**src/spfe_map.vh**
```
// Constants for the serial command front end of an 8K x 8 memory.
// Assumes inclusion by the front end design and assertion files.
`ifndef SPFE_MAP_VH
`define SPFE_MAP_VH

// Command opcodes
`define SPFE_OP_SET_WRITE_LATCH 8'h06
`define SPFE_OP_CLEAR_WRITE_LATCH 8'h04
`define SPFE_OP_READ_STATUS 8'h05
`define SPFE_OP_WRITE_STATUS 8'h01
`define SPFE_OP_READ_MEM 8'h03
`define SPFE_OP_WRITE_MEM 8'h02

// Status byte layout and reset value
`define SPFE_STAT_RESET 8'h00
`define SPFE_STAT_PIN_PROTECT 7
`define SPFE_STAT_BP_HIGH 3
`define SPFE_STAT_BP_LOW 2
`define SPFE_STAT_LATCH 1

// Address space and protected ranges
`define SPFE_ADDR_W 13
`define SPFE_ADDR_TOP 13'h1FFF
`define SPFE_PROT_QUARTER 13'h1800
`define SPFE_PROT_HALF 13'h1000

// Write stream buffer
`define SPFE_FIFO_W 21
`define SPFE_FIFO_DEPTH 16
`define SPFE_FIFO_AW 4

`endif

```
**src/spfe_front_end.v**
```verilog
// Serial command front end of an 8K x 8 memory, plus its write stream FIFO.
// Assumes a 40 MHz CLK far faster than the link clock; memory array sits
// outside: reads answer MEM_RD_DATA one CLK after MEM_RD_ADDR, writes drain
// through the FIFO on a valid/ready handshake.
//
// Behaviour
// Deselected: serial input ignored, serial output high impedance.
// One opcode per select period; new command needs a new select.
// Input sampled on rising link clock, output changed on falling.
// All bytes travel most significant bit first.
// Two address bytes; only low 13 bits used, top three dropped.
// Master should send the three unused address bits as zero.
// First full byte after select is the opcode.
// Unknown opcode: ignore input until next select, output stays off.
// Clock level at select picks mode 0 (low) or mode 3 (high).
// Mode 3: first bit taken on rising edge after first toggle.
// Master parks clock low in mode 0, high in mode 3.
// Master waits the power up interval before first select.
// Decode set-latch and clear-latch opcodes.
// Decode read-status and write-status opcodes.
// Decode memory read and memory write opcodes.
// Latch clear at power up; writes without it have no effect.
// Set-latch opcode sets latch, shown in status bit 1.
// Status write never changes the latch bit.
// Latch clears at deselect after clear-latch, status or memory write.
// Status: bit 7 pin protect, bits 3..2 block protect, bit 1 latch.
// Block protect 01 upper quarter, 10 upper half, 11 all, 00 none.
// Status write refused only when pin protect set and pin low.
// Burst address increments per byte, wraps top to zero.
// Output driven only while returning status or memory data.
`timescale 1ns/1ps
`include "spfe_map.vh"

module spfe_fifo #(
	parameter WIDTH = 21,
	parameter DEPTH = 16,
	parameter AW = 4
) (
	input wire clk, // System clock
	input wire rst, // Synchronous reset, active high
	input wire in_valid, // Source offers a word
	output wire in_ready, // Room for a word
	input wire [WIDTH-1:0] in_data, // Word in
	output wire out_valid, // A word waits
	input wire out_ready, // Sink takes the word
	output wire [WIDTH-1:0] out_data // Oldest word
);
	reg [WIDTH-1:0] mem_q [0:DEPTH-1];
	reg [AW-1:0] wr_ptr_q;
	reg [AW-1:0] rd_ptr_q;
	reg [AW:0] count_q;
	wire push;
	wire pop;

	// Full and empty come straight from the occupancy count
	assign in_ready = (count_q != DEPTH[AW:0]);
	assign out_valid = (count_q != {(AW+1){1'b0}});
	assign out_data = mem_q[rd_ptr_q];
	assign push = in_valid && in_ready;
	assign pop = out_valid && out_ready;

	// Storage is written without reset; only pointers and count need defined state
	always @(posedge clk) begin
		if (push) begin
			mem_q[wr_ptr_q] <= in_data;
		end
	end

	// Pointers wrap naturally since depth is a power of two
	always @(posedge clk) begin
		if (rst) begin
			wr_ptr_q <= {AW{1'b0}};
			rd_ptr_q <= {AW{1'b0}};
			count_q <= {(AW+1){1'b0}};
		end else begin
			if (push) begin
				wr_ptr_q <= wr_ptr_q + 1'b1;
			end
			if (pop) begin
				rd_ptr_q <= rd_ptr_q + 1'b1;
			end
			if (push && !pop) begin
				count_q <= count_q + 1'b1;
			end else if (pop && !push) begin
				count_q <= count_q - 1'b1;
			end
		end
	end
endmodule

module spfe_front_end (
	input wire CLK, // 40 MHz system clock
	input wire RST, // Synchronous reset, active high (power-on reset)
	input wire CS_N, // Chip select pin, active low
	input wire SCK, // Link clock pin from the master
	input wire SI, // Serial data in
	input wire WP_N, // Write protect pin, active low
	output reg SO, // Serial data out
	output reg SO_OE_N, // Serial out enable, low while driving
	output reg [12:0] MEM_RD_ADDR, // Memory read address
	input wire [7:0] MEM_RD_DATA, // Read data, valid one CLK after address
	output wire MEM_WR_VALID, // Write word waiting
	input wire MEM_WR_READY, // Memory takes the write word
	output wire [20:0] MEM_WR_WORD, // {address, data} of the write
	output reg [7:0] PROT_STATUS // Live protection status byte
);
	localparam ST_IDLE = 3'd0;
	localparam ST_OPC = 3'd1;
	localparam ST_ADDR = 3'd2;
	localparam ST_RSTAT = 3'd3;
	localparam ST_WSTAT = 3'd4;
	localparam ST_RMEM = 3'd5;
	localparam ST_WMEM = 3'd6;
	localparam ST_IGNORE = 3'd7;

	reg cs_s1_q, cs_s2_q, cs_s3_q;
	reg sck_s1_q, sck_s2_q, sck_s3_q;
	reg si_s1_q, si_s2_q;
	reg wp_s1_q, wp_s2_q;
	reg [2:0] state_q;
	reg [2:0] bit_cnt_q;
	reg [7:0] shift_q;
	reg [7:0] tx_q;
	reg armed_q;
	reg addr_byte_q;
	reg is_write_q;
	reg clr_latch_q;
	reg load_rd_q;
	reg latch_q;
	reg pin_protect_q;
	reg [1:0] bp_q;
	reg [12:0] addr_q;
	reg [20:0] pend_word_q;
	reg pend_q;
	wire cs_fall;
	wire cs_rise;
	wire sck_rise;
	wire sck_fall;
	wire byte_done;
	wire [7:0] byte_in;
	wire [7:0] status;
	wire addr_prot;
	wire fifo_ready;

	// Pin synchronisers
	// Two flops on SI and WP_N, three on CS_N and SCK; edge detectors read only the second and third
	always @(posedge CLK) begin
		if (RST) begin
			cs_s1_q <= 1'b1;
			cs_s2_q <= 1'b1;
			cs_s3_q <= 1'b1;
			sck_s1_q <= 1'b0;
			sck_s2_q <= 1'b0;
			sck_s3_q <= 1'b0;
			si_s1_q <= 1'b0;
			si_s2_q <= 1'b0;
			wp_s1_q <= 1'b1;
			wp_s2_q <= 1'b1;
		end else begin
			cs_s1_q <= CS_N;
			cs_s2_q <= cs_s1_q;
			cs_s3_q <= cs_s2_q;
			sck_s1_q <= SCK;
			sck_s2_q <= sck_s1_q;
			sck_s3_q <= sck_s2_q;
			si_s1_q <= SI;
			si_s2_q <= si_s1_q;
			wp_s1_q <= WP_N;
			wp_s2_q <= wp_s1_q;
		end
	end

	// Edge finders
	assign cs_fall = cs_s3_q && !cs_s2_q;
	assign cs_rise = !cs_s3_q && cs_s2_q;
	assign sck_rise = !sck_s3_q && sck_s2_q && !cs_s2_q && armed_q;
	assign sck_fall = sck_s3_q && !sck_s2_q && !cs_s2_q;

	// MSB first assembly
	assign byte_in = {shift_q[6:0], si_s2_q};
	assign byte_done = sck_rise && (bit_cnt_q == 3'd7);

	// Status byte, fixed bits zero
	assign status = {pin_protect_q, 3'b000, bp_q, latch_q, 1'b0};

	// Block protect ranges
	assign addr_prot = (bp_q == 2'b11) ||
		(bp_q == 2'b10 && addr_q >= `SPFE_PROT_HALF) ||
		(bp_q == 2'b01 && addr_q >= `SPFE_PROT_QUARTER);

	// Writes queue here so a sink pause loses none until the FIFO is full with a word still pending
	spfe_fifo #(
		.WIDTH(`SPFE_FIFO_W),
		.DEPTH(`SPFE_FIFO_DEPTH),
		.AW(`SPFE_FIFO_AW)
	) u_fifo (
		.clk(CLK),
		.rst(RST),
		.in_valid(pend_q),
		.in_ready(fifo_ready),
		.in_data(pend_word_q),
		.out_valid(MEM_WR_VALID),
		.out_ready(MEM_WR_READY),
		.out_data(MEM_WR_WORD)
	);

	// Bit framing and mode arming
	// Clock level at select picks the mode; mode 3 arms on first fall
	always @(posedge CLK) begin
		if (RST) begin
			armed_q <= 1'b0;
			bit_cnt_q <= 3'd0;
			shift_q <= 8'h00;
		end else if (cs_fall) begin
			armed_q <= !sck_s2_q;
			bit_cnt_q <= 3'd0;
			shift_q <= 8'h00;
		end else begin
			// Mode 3 skips the idle-high level
			if (sck_fall) begin
				armed_q <= 1'b1;
			end
			if (sck_rise) begin
				shift_q <= byte_in;
				bit_cnt_q <= bit_cnt_q + 3'd1;
			end
		end
	end

	// Command sequencer
	always @(posedge CLK) begin
		if (RST) begin
			state_q <= ST_IDLE;
			addr_byte_q <= 1'b0;
			is_write_q <= 1'b0;
			clr_latch_q <= 1'b0;
			load_rd_q <= 1'b0;
			latch_q <= 1'b0;
			pin_protect_q <= 1'b0;
			bp_q <= 2'b00;
			addr_q <= 13'h0000;
			pend_q <= 1'b0;
			pend_word_q <= 21'h00_0000;
			tx_q <= 8'h00;
			MEM_RD_ADDR <= 13'h0000;
		end else begin
			load_rd_q <= 1'b0;
			// Pending write leaves once the FIFO has room
			if (pend_q && fifo_ready) begin
				pend_q <= 1'b0;
			end
			// One cycle after the address the memory answers
			if (load_rd_q) begin
				tx_q <= MEM_RD_DATA;
			end
			if (cs_rise) begin
				// Latch clears at deselect after write-type commands
				if (clr_latch_q) begin
					latch_q <= 1'b0;
				end
				clr_latch_q <= 1'b0;
				state_q <= ST_IDLE;
			end else if (cs_fall) begin
				// Each select opens exactly one command
				state_q <= ST_OPC;
				addr_byte_q <= 1'b0;
			end else if (sck_fall && (state_q == ST_RSTAT || state_q == ST_RMEM)) begin
				// Shift out on falling edges
				tx_q <= {tx_q[6:0], 1'b0};
			end else if (byte_done) begin
				case (state_q)
				// First byte is the opcode
				ST_OPC: begin
					case (byte_in)
					// Latch opcodes
					`SPFE_OP_SET_WRITE_LATCH: begin
						// Latch set at once
						latch_q <= 1'b1;
						state_q <= ST_IGNORE;
					end
					`SPFE_OP_CLEAR_WRITE_LATCH: begin
						clr_latch_q <= 1'b1;
						state_q <= ST_IGNORE;
					end
					// Status opcodes
					`SPFE_OP_READ_STATUS: begin
						tx_q <= status;
						state_q <= ST_RSTAT;
					end
					`SPFE_OP_WRITE_STATUS: begin
						clr_latch_q <= 1'b1;
						state_q <= ST_WSTAT;
					end
					// Memory opcodes
					`SPFE_OP_READ_MEM: begin
						is_write_q <= 1'b0;
						state_q <= ST_ADDR;
					end
					`SPFE_OP_WRITE_MEM: begin
						is_write_q <= 1'b1;
						clr_latch_q <= 1'b1;
						state_q <= ST_ADDR;
					end
					// Unknown opcode waits for the next select
					default: begin
						state_q <= ST_IGNORE;
					end
					endcase
				end
				ST_ADDR: begin
					// Top three address bits dropped
					if (!addr_byte_q) begin
						addr_q[12:8] <= byte_in[4:0];
						addr_byte_q <= 1'b1;
					end else begin
						addr_q[7:0] <= byte_in;
						if (is_write_q) begin
							state_q <= ST_WMEM;
						end else begin
							MEM_RD_ADDR <= {addr_q[12:8], byte_in};
							addr_q <= {addr_q[12:8], byte_in} + 13'h0001;
							load_rd_q <= 1'b1;
							state_q <= ST_RMEM;
						end
					end
				end
				ST_RSTAT: begin
					// Repeats the live status while clocks continue
					tx_q <= status;
				end
				ST_WSTAT: begin
					// Refused only with pin protect on and pin low
					// No effect without the latch
					if (latch_q && !(pin_protect_q && !wp_s2_q)) begin
						// Latch bit is never written here
						pin_protect_q <= byte_in[`SPFE_STAT_PIN_PROTECT];
						bp_q <= byte_in[`SPFE_STAT_BP_HIGH:`SPFE_STAT_BP_LOW];
					end
					state_q <= ST_IGNORE;
				end
				ST_RMEM: begin
					// Read burst wraps at the top
					MEM_RD_ADDR <= addr_q;
					addr_q <= addr_q + 13'h0001;
					load_rd_q <= 1'b1;
				end
				ST_WMEM: begin
					// Latch off or protected block ends the burst
					if (!latch_q || addr_prot) begin
						state_q <= ST_IGNORE;
					end else begin
						// A byte landing while one still waits and the FIFO is full is dropped
						if (!pend_q || fifo_ready) begin
							pend_q <= 1'b1;
							pend_word_q <= {addr_q, byte_in};
						end
						// Wraps from the top address to zero
						addr_q <= addr_q + 13'h0001;
					end
				end
				default: begin
					state_q <= state_q;
				end
				endcase
			end
		end
	end

	// Serial output and its enable
	// Driven only in the read phases, after the first falling edge
	// Released as soon as select is seen high
	always @(posedge CLK) begin
		if (RST) begin
			SO <= 1'b0;
			SO_OE_N <= 1'b1;
			PROT_STATUS <= `SPFE_STAT_RESET;
		end else begin
			PROT_STATUS <= status;
			if (cs_s2_q || !(state_q == ST_RSTAT || state_q == ST_RMEM)) begin
				SO_OE_N <= 1'b1;
			end else if (sck_fall) begin
				// MSB leaves first
				SO <= tx_q[7];
				SO_OE_N <= 1'b0;
			end
		end
	end
endmodule

```
**config.mk**
```make
export PLATFORM = sky130hd
export DESIGN_NAME = spfe_front_end
export DESIGN_NICKNAME = d
export VERILOG_FILES = /design/src/spfe_front_end.v
export VERILOG_INCLUDE_DIRS = /design/src
export SDC_FILE = /design/constraint.sdc
export NUM_CORES = 1
export LEC_CHECK = 0
export ABC_CLOCK_PERIOD_IN_PS = 3800
export BUFFER_PORTS_ARGS = -buffer_cell sky130_fd_sc_hd__buf_2
export CORE_MARGIN = 5
export CORE_UTILIZATION = 45
export CTS_CLUSTER_SIZE = 20
export DETAILED_ROUTE_END_ITERATION = 10
export SLEW_MARGIN = 20
export SYNTH_ARGS = -nofsm -noshare
export SYNTH_HDL_FRONTEND = slang
export SYNTH_HIERARCHICAL = 1
export SYNTH_SLANG_ARGS = --single-unit
```
**constraint.sdc**
```tcl
create_clock -name CLK -period 3.8 [get_ports CLK]
set_input_delay 0.57 -clock CLK [delete_from_list [all_inputs] [get_ports CLK]]
set_output_delay 0.57 -clock CLK [all_outputs]
set_load 0.01 [all_outputs]
```
==> summary.txt <==
Status - finished, final reports clean
Final setup viols - 0
Most used routing layer - met2
Ranking of synthesized cells by area - edfxtp_1 (56%), dfxtp_1 (12%), mux4_2 (10%)
GR Overflow Total - 0
Placed Cells - 1702
Post-synth top flop - edfxtp_1
Crit-path max FO - 21
I/O Pins - 60
Max Cap Viol - 0
Latest clock arrival within the worst-skew pair - 0.57 ns
GP Congestion - 0.859
Initial core utilization - 0.454
Routed vias - 10176
Critical setup path kind - flip-flop to primary output
Antenna Nets Post-Route - 0
Mux contribution to synthesized area - 0.126
Post-CTS Setup Inserts - 0
Tot Pwr - 10.8 mW
Met2 usage in global routing - 0.308
Slew Limit Fails - 0
Worst path arrival time - 2.70 ns
Async SR Flop Fraction - 0
Seq cells post-synth - 447
Die Wd - 210 um
Final core occ - 0.514
Clock root cell - clkbuf_16
Post-DP HPWL - 23700 um
Syn Area/Cell - 15.5 sq um
Final Cell Area - 20400 sq um
Worst slew pin tran - 0.855 ns
Number of synthesized flops with an enable pin - 336
Maximum vdd drop - 0.000313 V
Leak Pwr - 6.68 nW
Post-Synth XOR/XNOR Area - 0.00874
Clock Pin Slew Worst Setup and Hold Paths - 0.06 ns
Cts hold-fix bufs - 0
Number of buffers created by CTS - 47
Fin. Hold Viols - 0
Rel. slew slack - 0.430
Die height - 210 um
Gr usage total - 0.186
Post-synthesis simple-gate area fraction - 0.0764
Crit start category - flip-flop
Initial antenna violation count - 0
Port bufs - 55
DR iter-0 viols - 794
Synth Area in Compound Gates - 0.0692
Max Freq - 305 MHz
Average routed wire per standard cell - 22.5 um
Yosys cell types - 75
Area Overhead vs Synth - 13.2%
Post-layout min period - 3.27 ns
Gate Count Post-Synth - 1160
Fill cells - 3308
Sequential share of the synthesized area - 0.683
RSZ-0062 raised after global routing - false
Placement Cell Area - 19000 sq um
Pwr dens - 530 nW/um^2
GR met1 Demand/Resource - 0.259
Warnings from Yosys - 6
Min-Delay Path Class - input port to flip-flop
DIE AREA - 44200 sq um
# DRC - 0
Vias/cell - 5.69
Largest net degree at the start of global routing - 57
Setup_tns - 0 ns
CTS tree - built
Total iterations of the first detailed-routing run - 5
First-pass GRT wire length - 62800 um
Main combinational cell family by area after synthesis - multiplexers
CTS H-tree depth - 2
Post-cts sizing count - 0
Number of global-route vias before repair - 10314
Post-synth top area cell - edfxtp_1
Synth Cell Area - 18000 sq um
Core Region - 39700 sq um
Worst EP required - 3.23 ns
Tcrit/Tclk final - 0.861
Row count - 73
Kind of end point of the critical path - primary output
Setup Skew - 0.0152 ns
Synth Area in Adders - 0.0136
Finished Layout Cells - 1787
NumNets Final - 1260
Clk buf depth - 3
Layout cells sized above 1 - 0.214
Drt total wl - 40300 um
Routing usage on met3 - 0.0260
Top-area cell type share of the netlist area - 0.559
CTS sink count - 447
[report_power, final]
group / internal [mW] / switching (mW)
clock network: 2.53 / 1.83
logic: 0.618 / 0.506
registers: 5.21 / 0.123
total: 8.36 / 2.46
[cell usage after synthesis (all sizes together) (3+ instances only)]
| master | number |
|---|---|
| a21oi | 45 |
| nand3 | 16 |
| ha | 18 |
| mux4 | 84 |
| clkbuf | 35 |
| mux2i | 36 |
| a31oi | 5 |
| o21ai | 24 |
| buf | 36 |
| and3 | 5 |
| a22oi | 47 |
| a211oi | 10 |
| nor3 | 8 |
| nor4 | 9 |
| o211ai | 5 |
| o31ai | 5 |
| a2111oi | 5 |
| a32o | 3 |
| xnor2 | 6 |
| edfxtp | 336 |
| a21o | 5 |
| nor2b | 15 |
| nand2 | 87 |
| inv | 23 |
| or3 | 7 |
| xor2 | 12 |
| and2 | 12 |
| or2 | 5 |
| nand4 | 9 |
| nand4b | 3 |
| a311oi | 5 |
| or4 | 5 |
| nor3b | 5 |
| nor2 | 84 |
| dfxtp | 111 |
[sequential cells by signal, indices dropped and copies added (netlist names), 2 cells and up, named ones only]
| register | count |
|---|---|
| MEM_RD_ADDR | 13 |
| PROT_STATUS | 4 |
| addr_q | 13 |
| bit_cnt_q | 3 |
| bp_q | 2 |
| pend_word_q | 21 |
| shift_q | 7 |
| state_q | 3 |
| tx_q | 8 |
| u_fifo/count_q | 5 |
| u_fifo/mem_q | 336 |
| u_fifo/rd_ptr_q | 4 |
| u_fifo/wr_ptr_q | 4 |
[final timing paths]
path / from / end / slack [ns] / cells past startpoint
setup reg to reg: u_fifo/count_q[0]$_SDFFE_PP0P_ / u_fifo/count_q[4]$_SDFFE_PP0P_ / 0.81 / 10
hold reg to reg: cs_s1_q$_SDFF_PP1_ / cs_s2_q$_SDFF_PP1_ / 0.41 / 1
setup / recovery: flip-flop / MEM_WR_WORD[5] / 0.53 / 5
hold / removal: CS_N / cs_s1_q$_SDFF_PP1_ / 0.17 / 2
[final cells by class]
type	count	area [sq um]	area share
Inverter	24	90.1	0.00441
Tap cell	525	657	0.0322
Antenna cell	1	2.50	0.000123
Sequential cell	447	12300	0.603
Clock buffer	59	1250	0.0613
Timing Repair Buffer	85	528	0.0259
Multi-Input combinational cell	621	5370	0.263
Clock inverter	25	205	0.0100
[cells in the final DEF, fill, tap and decap left out, drive strengths merged, types with 6 or more instances in the layout]
cell type	netlist	final
xor2	12	12
nor3	8	8
clkbuf	35	59
o21ai	24	24
and2	12	12
nand3	16	16
nor2	84	84
nor4	9	9
a22oi	47	47
nand2	87	87
nand4	9	9
nor2b	15	15
clkinv	1	20
buf	36	85
a211oi	10	10
mux4	84	84
mux2i	36	36
inv	23	24
ha	18	18
xnor2	6	6
dfxtp	111	111
a21oi	45	45
or3	7	7
edfxtp	336	336
[per-layer routing]
| metal | up-vias | share of wire |
|---|---|---|
| met3 | 58 | 0.047 |
| met5 | - | 0 |
| li1 | 4645 | - |
| met4 | 0 | 0.019 |
| met1 | 5234 | 0.44 |
| met2 | 239 | 0.50 |
[critical path, stage by stage, from the launching register on]
cell	delay, ns
dfxtp_4	0.62
buf_4	0.43
mux4_2	0.55
a22oi_1	0.26
nand2_1	0.10
buf_2	0.17
[per-stage QoR]
step           hold slack [ns]  setup WS, ns
2_1_floorplan            0.389         0.607
3_3_place_gp             0.392         0.863
3_5_place_dp             0.395         0.828
4_1_cts                  0.135         0.434
5_1_grt                  0.164         0.349
6_report                 0.171         0.526
[cell families (layout without fill, tap and decap cells)]
| group | Yosys count | after routing |
|---|---|---|
| adders and majority gates | 19 | 19 |
| and+or+nand+nor | 281 | 281 |
| buffers and inverters | 95 | 193 |
| other | 1 | 5 |
| muxes | 122 | 122 |
| DFF | 447 | 447 |
| xor gates and xnor gates | 18 | 18 |
| AOI/OAI and AO/OA | 177 | 177 |
Note: power is estimated with default switching activity, not from simulation.
